--- config.mk ---
export PLATFORM = sky130hd
export DESIGN_NAME = domain_fault_report_regs
export DESIGN_NICKNAME = d
export VERILOG_FILES = /design/src/design/fault_report_pkg.sv /design/src/design/fault_category_tracker.sv /design/src/design/domain_fault_report_regs.sv
export SDC_FILE = /design/constraint.sdc
export NUM_CORES = 1
export LEC_CHECK = 0
export BUFFER_PORTS_ARGS = -buffer_cell sky130_fd_sc_hd__buf_2
export CORE_AREA = 4 4 161 163
export DETAILED_ROUTE_END_ITERATION = 6
export DIE_AREA = 0 0 165 167
export HOLD_SLACK_MARGIN = 0.03
export MAX_ROUTING_LAYER = met4
export PLACE_DENSITY = 0.49
export SYNTH_ARGS = -nofsm -noshare
export SYNTH_HDL_FRONTEND = slang
export SYNTH_SLANG_ARGS = --single-unit
--- constraint.sdc ---
create_clock -name i_clk_sys -period 6.45 [get_ports i_clk_sys]
set_input_delay 0.3225 -clock i_clk_sys [delete_from_list [all_inputs] [get_ports i_clk_sys]]
set_output_delay 0.3225 -clock i_clk_sys [all_outputs]
set_load 0.05 [all_outputs]
--- src/design/fault_report_pkg.sv ---
package fault_report_pkg;

    // =========================================================
    // Sizes
    // =========================================================
    localparam int EP_NUM   = 8;
    localparam int EP_IDX_W = 3;
    localparam int CNT_W    = 9;
    localparam int TAG_W    = 8;
    localparam int CAT_NUM  = 4;
    localparam int ADDR_W   = 12;

    // =========================================================
    // Categories
    // =========================================================
    localparam int CAT_EP  = 0;
    localparam int CAT_ERR = 1;
    localparam int CAT_TMO = 2;
    localparam int CAT_RST = 3;

    // =========================================================
    // Register offsets (byte addresses)
    // =========================================================
    localparam logic [11:0] EP_STAT_OFF   = 12'h900;
    localparam logic [11:0] EP_CTRL_OFF   = 12'h904;
    localparam logic [11:0] ERR_STAT_OFF  = 12'h908;
    localparam logic [11:0] ERR_CTRL_OFF  = 12'h90C;
    localparam logic [11:0] TMO_STAT_OFF  = 12'h910;
    localparam logic [11:0] TMO_CTRL_OFF  = 12'h914;
    localparam logic [11:0] RST_STAT_OFF  = 12'h918;
    localparam logic [11:0] RST_CTRL_OFF  = 12'h91C;
    localparam logic [11:0] IRQ_STAT_OFF  = 12'h980;
    localparam logic [11:0] IRQ_EN_OFF    = 12'h984;

    // =========================================================
    // Field positions and reset values
    // =========================================================
    localparam int CNT_LSB  = 16;
    localparam int DIR_BIT  = 8;
    localparam int TAG_LSB  = 0;
    localparam int MASK_BIT = 0;
    localparam logic [3:0]  MASK_RST   = 4'h0;
    localparam logic [3:0]  IRQ_EN_RST = 4'h0;
    localparam logic [31:0] WORD_ZERO  = 32'h0000_0000;

    // =========================================================
    // Helpers
    // =========================================================
    function automatic logic [CNT_W-1:0] count_ones(
        input logic [EP_NUM-1:0] v);
        logic [CNT_W-1:0] n;
        n = '0;
        for (int i = 0; i < EP_NUM; i++) begin
            n = n + CNT_W'(v[i]);
        end
        return n;
    endfunction

    function automatic logic [EP_IDX_W-1:0] lowest_set(
        input logic [EP_NUM-1:0] v);
        logic [EP_IDX_W-1:0] k;
        k = '0;
        for (int i = EP_NUM - 1; i >= 0; i--) begin
            if (v[i]) begin
                k = EP_IDX_W'(i);
            end
        end
        return k;
    endfunction

    function automatic logic [31:0] report_word(
        input logic [CNT_W-1:0] cnt,
        input logic             mgr,
        input logic [TAG_W-1:0] tag);
        logic [31:0] w;
        w = WORD_ZERO;
        w[CNT_LSB +: CNT_W] = cnt;
        w[DIR_BIT] = mgr;
        w[TAG_LSB +: TAG_W] = tag;
        return w;
    endfunction

endpackage

--- src/design/fault_category_tracker.sv ---
`timescale 1ns/1ns
module fault_category_tracker (
    input  wire logic                                    i_clk_sys,
    input  wire logic                                    i_srst,
    input  wire logic                                    i_ce,
    input  wire logic [fault_report_pkg::EP_NUM-1:0]     i_level,
    input  wire logic [fault_report_pkg::EP_NUM*8-1:0]   i_tags,
    input  wire logic [fault_report_pkg::EP_NUM-1:0]     i_is_mgr,
    output logic      [fault_report_pkg::CNT_W-1:0]      o_count,
    output logic      [fault_report_pkg::TAG_W-1:0]      o_tag,
    output logic                                         o_mgr,
    output logic                                         o_rise
);

    logic [fault_report_pkg::CNT_W-1:0]    count_d;
    logic [fault_report_pkg::EP_IDX_W-1:0] first_idx;
    logic                                  rise;

    always_comb begin
        count_d   = fault_report_pkg::count_ones(i_level);
        first_idx = fault_report_pkg::lowest_set(i_level);
        rise      = (o_count == '0) && (count_d != '0);
    end

    // =========================================================
    // Live count of signalling interfaces
    // =========================================================
    always_ff @(posedge i_clk_sys) begin
        if (i_srst) begin
            o_count <= '0;
        end else if (i_ce) begin
            o_count <= count_d; // RULE3
        end
    end

    // =========================================================
    // First offender, frozen while the count stays nonzero
    // =========================================================
    always_ff @(posedge i_clk_sys) begin
        if (i_srst) begin
            o_tag <= '0;
            o_mgr <= 1'b0;
        end else if (i_ce && rise) begin
            o_tag <= i_tags[first_idx*8 +: 8]; // RULE5 RULE15
            o_mgr <= i_is_mgr[first_idx];      // RULE4
        end
    end

    always_ff @(posedge i_clk_sys) begin
        if (i_srst) begin
            o_rise <= 1'b0;
        end else if (i_ce) begin
            o_rise <= rise;
        end
    end
endmodule

--- src/design/domain_fault_report_regs.sv ---
`timescale 1ns/1ns
// Operation
// RULE1 - Mask bit set to one suppresses all interrupts of its category
// RULE2 - Software writes zero to reserved bits; their read value is undefined
// RULE3 - Error report shows count of interfaces now raising errors
// RULE4 - Error report direction bit: 0 subordinate, 1 manager
// RULE5 - Error report holds tag of first interface raising an error
// RULE6 - Timeout report shows count of interfaces now raising timeouts
// RULE7 - Timeout report direction bit: 0 subordinate, 1 manager
// RULE8 - Timeout report holds tag of first interface raising a timeout
// RULE9 - Reset-activity report holds first tag, count and direction
// RULE10 - Only secure accesses may read or write these registers
// RULE11 - Error, timeout, reset registers exist only with monitored endpoints
// RULE12 - Timeout reporting is kept separate from error and reset reporting
// RULE13 - Endpoint report has same fields; mask in endpoint control
// RULE14 - Category interrupt high while count nonzero and mask clear
// RULE15 - First tag and direction frozen until count returns to zero
module domain_fault_report_regs #(
    parameter bit HAS_MONITORED_EP = 1'b1
) (
    input  wire logic                                   i_clk_sys,
    input  wire logic                                   i_srst,
    input  wire logic                                   i_ce,
    input  wire logic                                   i_psel,
    input  wire logic                                   i_penable,
    input  wire logic                                   i_pwrite,
    input  wire logic [fault_report_pkg::ADDR_W-1:0]    i_paddr,
    input  wire logic [31:0]                            i_pwdata,
    input  wire logic [3:0]                             i_pstrb,
    input  wire logic [2:0]                             i_pprot,
    output logic      [31:0]                            o_prdata,
    output logic                                        o_pready,
    output logic                                        o_pslverr,
    input  wire logic [fault_report_pkg::EP_NUM-1:0]    i_ep_fault,
    input  wire logic [fault_report_pkg::EP_NUM-1:0]    i_err_fault,
    input  wire logic [fault_report_pkg::EP_NUM-1:0]    i_tmo_fault,
    input  wire logic [fault_report_pkg::EP_NUM-1:0]    i_rst_fault,
    input  wire logic [fault_report_pkg::EP_NUM*8-1:0]  i_ep_tags,
    input  wire logic [fault_report_pkg::EP_NUM-1:0]    i_ep_is_mgr,
    output logic      [fault_report_pkg::CAT_NUM-1:0]   o_cat_irq,
    output logic                                        o_irq
);

    localparam int NC = fault_report_pkg::CAT_NUM;
    localparam int CW = fault_report_pkg::CNT_W;
    localparam int TW = fault_report_pkg::TAG_W;

    logic [fault_report_pkg::EP_NUM-1:0] lvl [NC];
    logic [CW-1:0]   cnt [NC];
    logic [TW-1:0]   tag [NC];
    logic [NC-1:0]   mgr;
    logic [NC-1:0]   rise;
    logic [NC-1:0]   mask_q;
    logic [NC-1:0]   irq_sts_q;
    logic [NC-1:0]   irq_sts_d;
    logic [NC-1:0]   irq_en_q;
    logic [NC-1:0]   clr_bits;
    logic            acc;
    logic            first_cyc;
    logic            fire_wr;
    logic            hit;
    logic            bad;
    logic [31:0]     rd_word;

    // =========================================================
    // Event sources; monitored categories vanish when absent
    // =========================================================
    always_comb begin
        lvl[fault_report_pkg::CAT_EP]  = i_ep_fault; // RULE13
        lvl[fault_report_pkg::CAT_ERR] =
            i_err_fault & {fault_report_pkg::EP_NUM{HAS_MONITORED_EP}};
        lvl[fault_report_pkg::CAT_TMO] =
            i_tmo_fault & {fault_report_pkg::EP_NUM{HAS_MONITORED_EP}};
        lvl[fault_report_pkg::CAT_RST] =
            i_rst_fault & {fault_report_pkg::EP_NUM{HAS_MONITORED_EP}};
    end

    // One independent tracker per category
    for (genvar c = 0; c < NC; c++) begin : g_cat
        fault_category_tracker u_trk (
            .i_clk_sys (i_clk_sys),
            .i_srst    (i_srst),
            .i_ce      (i_ce),
            .i_level   (lvl[c]),
            .i_tags    (i_ep_tags),
            .i_is_mgr  (i_ep_is_mgr),
            .o_count   (cnt[c]),
            .o_tag     (tag[c]),
            .o_mgr     (mgr[c]),
            .o_rise    (rise[c])
        ); // RULE12
    end

    // =========================================================
    // APB decode
    // =========================================================
    assign acc       = i_psel && i_penable;
    assign first_cyc = acc && !o_pready;
    assign fire_wr   = acc && o_pready && i_pwrite && !o_pslverr;

    always_comb begin
        hit     = 1'b1;
        rd_word = fault_report_pkg::WORD_ZERO;
        unique case (i_paddr)
            fault_report_pkg::EP_STAT_OFF:
                rd_word = fault_report_pkg::report_word(
                    cnt[0], mgr[0], tag[0]); // RULE13
            fault_report_pkg::EP_CTRL_OFF:
                rd_word[fault_report_pkg::MASK_BIT] = mask_q[0];
            fault_report_pkg::ERR_STAT_OFF:
                rd_word = fault_report_pkg::report_word(
                    cnt[1], mgr[1], tag[1]); // RULE3 RULE4 RULE5
            fault_report_pkg::ERR_CTRL_OFF:
                rd_word[fault_report_pkg::MASK_BIT] = mask_q[1];
            fault_report_pkg::TMO_STAT_OFF:
                rd_word = fault_report_pkg::report_word(
                    cnt[2], mgr[2], tag[2]); // RULE6 RULE7 RULE8
            fault_report_pkg::TMO_CTRL_OFF:
                rd_word[fault_report_pkg::MASK_BIT] = mask_q[2];
            fault_report_pkg::RST_STAT_OFF:
                rd_word = fault_report_pkg::report_word(
                    cnt[3], mgr[3], tag[3]); // RULE9
            fault_report_pkg::RST_CTRL_OFF:
                rd_word[fault_report_pkg::MASK_BIT] = mask_q[3];
            fault_report_pkg::IRQ_STAT_OFF:
                rd_word[NC-1:0] = irq_sts_q;
            fault_report_pkg::IRQ_EN_OFF:
                rd_word[NC-1:0] = irq_en_q;
            default:
                hit = 1'b0;
        endcase
        if (!HAS_MONITORED_EP && i_paddr >= fault_report_pkg::ERR_STAT_OFF
            && i_paddr <= fault_report_pkg::RST_CTRL_OFF) begin
            hit = 1'b0; // RULE11
        end
        bad = !hit || i_pprot[1]; // RULE10
        if (bad) begin
            rd_word = fault_report_pkg::WORD_ZERO;
        end
    end

    // =========================================================
    // APB answer: one wait state, all outputs registered
    // =========================================================
    always_ff @(posedge i_clk_sys) begin
        if (i_srst) begin
            o_pready  <= 1'b0;
            o_pslverr <= 1'b0;
            o_prdata  <= fault_report_pkg::WORD_ZERO;
        end else if (i_ce) begin
            o_pready <= first_cyc;
            if (first_cyc) begin
                o_pslverr <= bad;
                o_prdata  <= i_pwrite ? fault_report_pkg::WORD_ZERO : rd_word;
            end else begin
                o_pslverr <= 1'b0;
                o_prdata  <= fault_report_pkg::WORD_ZERO;
            end
        end
    end

    // =========================================================
    // Category mask and interrupt enable registers
    // =========================================================
    always_ff @(posedge i_clk_sys) begin
        if (i_srst) begin
            mask_q   <= fault_report_pkg::MASK_RST;
            irq_en_q <= fault_report_pkg::IRQ_EN_RST;
        end else if (i_ce && fire_wr && i_pstrb[0]) begin
            unique case (i_paddr)
                fault_report_pkg::EP_CTRL_OFF:
                    mask_q[0] <= i_pwdata[fault_report_pkg::MASK_BIT];
                fault_report_pkg::ERR_CTRL_OFF:
                    mask_q[1] <= i_pwdata[fault_report_pkg::MASK_BIT];
                fault_report_pkg::TMO_CTRL_OFF:
                    mask_q[2] <= i_pwdata[fault_report_pkg::MASK_BIT];
                fault_report_pkg::RST_CTRL_OFF:
                    mask_q[3] <= i_pwdata[fault_report_pkg::MASK_BIT];
                fault_report_pkg::IRQ_EN_OFF:
                    irq_en_q  <= i_pwdata[NC-1:0];
                default: ;
            endcase
        end
    end

    // =========================================================
    // Sticky interrupt status, write one to clear, set wins
    // =========================================================
    always_comb begin
        clr_bits = '0;
        if (fire_wr && i_pstrb[0]
            && i_paddr == fault_report_pkg::IRQ_STAT_OFF) begin
            clr_bits = i_pwdata[NC-1:0];
        end
        irq_sts_d = (irq_sts_q & ~clr_bits) | rise;
    end

    always_ff @(posedge i_clk_sys) begin
        if (i_srst) begin
            irq_sts_q <= '0;
            o_irq     <= 1'b0;
            o_cat_irq <= '0;
        end else if (i_ce) begin
            irq_sts_q <= irq_sts_d;
            o_irq     <= |(irq_sts_q & irq_en_q & ~mask_q); // RULE1
            for (int c = 0; c < NC; c++) begin
                o_cat_irq[c] <= (cnt[c] != '0) && !mask_q[c]; // RULE14
            end
        end
    end
endmodule

==> impl_metrics.py <==
metrics = {
    "global_route": {
        "grt.overflow.total": 0,
        "use_met2_pct": 28.1,
        "antenna_found_initial": 0,
        "gr-max-usage-layer": "met1",
        "grt_pass1_wl_um": 41300,
        "grt_usage_pct": 19.6,
        "grt_max_degree": 77,
        "global_route.usage.met1_pct": 28.9,
        "grt_util_met3_pct": 2.32,
        "grt_pass1_vias": 7029,
    },
    "pwr": {
        "vdd_drop_max_mv": 0.150,
        "swShare_pct": 36.7,
        "power_mw": 1.79,
        "p_leak_nw": 3.72,
        "clkPwrFrac_pct": 27.7,
        "p_seq_share_pct": 36.6,
        "p_int_mw": 1.13,
        "p_comb_share_pct": 35.8,
        "power_density_nw_per_um2": 206,
        "p_switching_mw": 0.656,
    },
    "floorplanning": {
        "core_um2": 24300,
        "io_pins": 200,
        "placementRows": 57,
        "die_x_um": 165,
        "die-area_um2": 27600,
        "die_y_um": 167,
        "start_util_pct": 30.8,
    },
    "synth": {
        "synth_area_leader_cell": "dfxtp_1",
        "netlist_top_cells_count": "nor2_1, mux2i_1, dfxtp_1",
        "syn_inst": 903,
        "ys.flop_type": "dfxtp_1",
        "yosysSeqAreaShare_pct": 23.5,
        "synth_area_leaders": "dfxtp_1, mux2i_1, nor2_1",
        "syn_area_um2": 7480,
        "synth-compound-area-share_pct": 22.0,
        "syn_avg_cell_area_um2": 8.28,
        "synth_top_cell_area_share_pct": 23.5,
        "ys_warn_count": 0,
        "synth_top_family_by_area": "compound AO/OA/AOI/OAI gates",
        "yosys.cell_types.count": 69,
        "synth.most_common_cell": "nor2_1",
        "synth_fa_ha_area_share_pct": 6.29,
        "synth_mux_area_share_pct": 21.5,
        "synth-xor-area-share_pct": 0.468,
        "postSynth.asyncResetShare_pct": 0,
        "synth_edf_count": 0,
        "ys_seq_elements": 88,
        "synthSimpleGateAreaFrac_pct": 18.4,
    },
    "setup_path": {
        "critPathBufInv": 3,
        "cp_slowest_cell": "a41oi_1",
        "cpMostUsedCell": "fa_1",
        "crit_type": "in -> reg",
        "critPathLaunchType": "input port",
        "worstPathCellList": "buf_2, ha_1, inv_1, fa_1, fa_1, fa_1, fa_1, xor2_1, a41oi_1, buf_4, nor2_1, a311oi_1",
        "crit_required_ns": 6.69,
        "critical_path.top_delay_family": "adder cells",
        "arrival_ns": 3.99,
        "slowest_delay_ns": 0.63,
        "cp-end-kind": "flip-flop",
        "worstPathMaxFanout": 12,
    },
    "clocking": {
        "insertion_delay_ns": 0.34,
        "cts-root-buf": "clkbuf_16",
        "hold_buffers": 0,
        "post-cts-setup-buffers": 0,
        "cts_made_buffers": 9,
        "cts_resized": 0,
        "clk_pin_slew_ns": 0.06,
        "htree_levels": 3,
        "cts_tree": "built",
        "cts.sinks": 88,
        "clockBufferDepth": 2,
    },
    "sta": {
        "fin_tns_setup_ns": 0,
        "finClkSkew_ns": 0.00857,
        "final_hold_viol_count": 0,
        "fin_hold_ws_ns": 0.198,
        "relSlewSlack_pct": 32.0,
        "setup_viol": 0,
        "rsz0062_at_grt": "no",
        "fmax_mhz": 267,
        "period_minus_slack_ns": 3.75,
        "finalCritPeriodShare_pct": 58.1,
        "worstMarginPinSlew_ns": 1.02,
        "maxSlewViolCount": 0,
    },
    "layout": {
        "fin_area_um2": 8670,
        "diodes": 0,
        "regArea_um2": 1760,
        "drive_above_1_share_pct": 21.8,
        "multi_input_area_um2": 5220,
        "layout.nets": 1212,
        "fillers": 2586,
        "syn2layout_area_growth_pct": 15.9,
    },
    "run": {
        "drv_cap": 0,
    },
    "placed_design": {
        "placed_area_um2": 8400,
        "hpwl_um": 20500,
        "gp_congestion": 0.877,
        "portBuffers": 147,
    },
    "detailed_routing": {
        "drtIter0Drc": 459,
        "drt-wirelength-per-cell_um": 19.7,
        "wl_um": 26600,
        "dr.pass1.iters": 7,
        "ant_nets": 0,
        "vias": 7221,
        "route.detailed.drc": 0,
        "routed_via_density": 5.34,
    },
    "min_path": {
        "hp-class": "in -> reg",
    },
    "outcome": {
        "outcome": "complete, no violations",
    },
}
-- registers in the layout, summed over array words and instances, names as in the netlist --
name	cells
g_cat.u_trk.o_tag	32
g_cat.u_trk.o_count	16
o_prdata	13
g_cat.u_trk.o_mgr	4
g_cat.u_trk.o_rise	4
irq_en_q	4
irq_sts_q	4
mask_q	4
o_cat_irq	4
o_irq	1
o_pready	1
o_pslverr	1
-- power by group through the flow --
stage	Sequential, mW	Combinational [mW]	Clock (mW)
4_1_cts	0.653	0.637	0.509
2_1_floorplan	0.660	0.416	0
3_5_place_dp	0.665	0.633	0
5_1_grt	0.661	0.706	0.530
6_report	0.653	0.639	0.494
3_3_place_gp	0.663	0.628	0
-- per-stage QoR --
step                setup WS (ns)  cells  util, %
floorplan                    2.73    921        -
finish                       2.70   1351     35.7
global route                 2.50   1351     35.7
detailed placement           2.34   1336     34.5
global placement             2.40   1336     34.5
CTS                          2.72   1351     35.7
-- worst reg2reg max path, stage by stage (launching register included) --
cell and delay (ns):
dfxtp_1 0.34, nor4_1 0.41, nand2_1 0.12, a41oi_1 0.60, buf_4 0.32, nor2_1 0.06
a311oi_1 0.23
-- path summary, 6_finish.rpt --
kind | end | slack, ns | startpoint | cells after the start
worst min register to register | o_prdata[7] | 0.45 | o_prdata[7] | 2
worst max register to register | g_cat[3].u_trk.o_mgr | 4.27 | g_cat[3].u_trk.o_count[0] | 6
worst min-delay path | irq_sts_q[1] | 0.20 | i_pwdata[1] | 2
worst max-delay path | g_cat[3].u_trk.o_mgr | 2.70 | i_rst_fault[0] | 12
-- cell usage in the layout, fill, tap and decap left out, types with 6 or more instances in the layout --
cell / instances
fa_1: 16
nand3_1: 11
clkbuf_16: 9
inv_1: 42
a311oi_1: 14
a22oi_1: 6
nor2b_1: 9
mux2_2: 25
a211oi_1: 55
buf_4: 15
nand2_1: 56
nand2b_1: 6
nor4_1: 6
mux4_1: 6
ha_1: 12
conb_1: 19
buf_2: 147
mux2i_1: 110
and3_1: 21
a221oi_1: 11
and2_1: 6
o21a_1: 12
nor3_1: 19
dfxtp_1: 88
nor2_1: 132
o21ai_0: 31
o21ai_1: 15
a21oi_1: 38
-- per-layer routing --
layer	routed length, um	vias to the layer above
met5	0	-
met4	460	0
met3	1620	27
met2	11200	266
met1	13400	3392
li1	-	3536
-- final cells by class --
| class | instances | area share, % |
|---|---|---|
| sequential | 88 | 20.3 |
| multi-input combinational | 718 | 60.2 |
| tap | 324 | 4.67 |
| inverter | 44 | 1.90 |
| clock inverter | 4 | 0.231 |
| timing repair buffer | 162 | 9.78 |
| clock buffer | 11 | 2.91 |
-- cells by family (layout without fill, tap and decap cells) --
kind of cell               Yosys count  after routing
AOI/OAI and AO/OA                  231            231
xor gates and xnor gates             4              4
adders and majority gates           28             28
buffers and inverters              115            221
DFF                                 88             88
muxes                              144            144
other                                1             19
and+or+nand+nor                    292            292
Note: power is estimated with default switching activity, not from simulation.
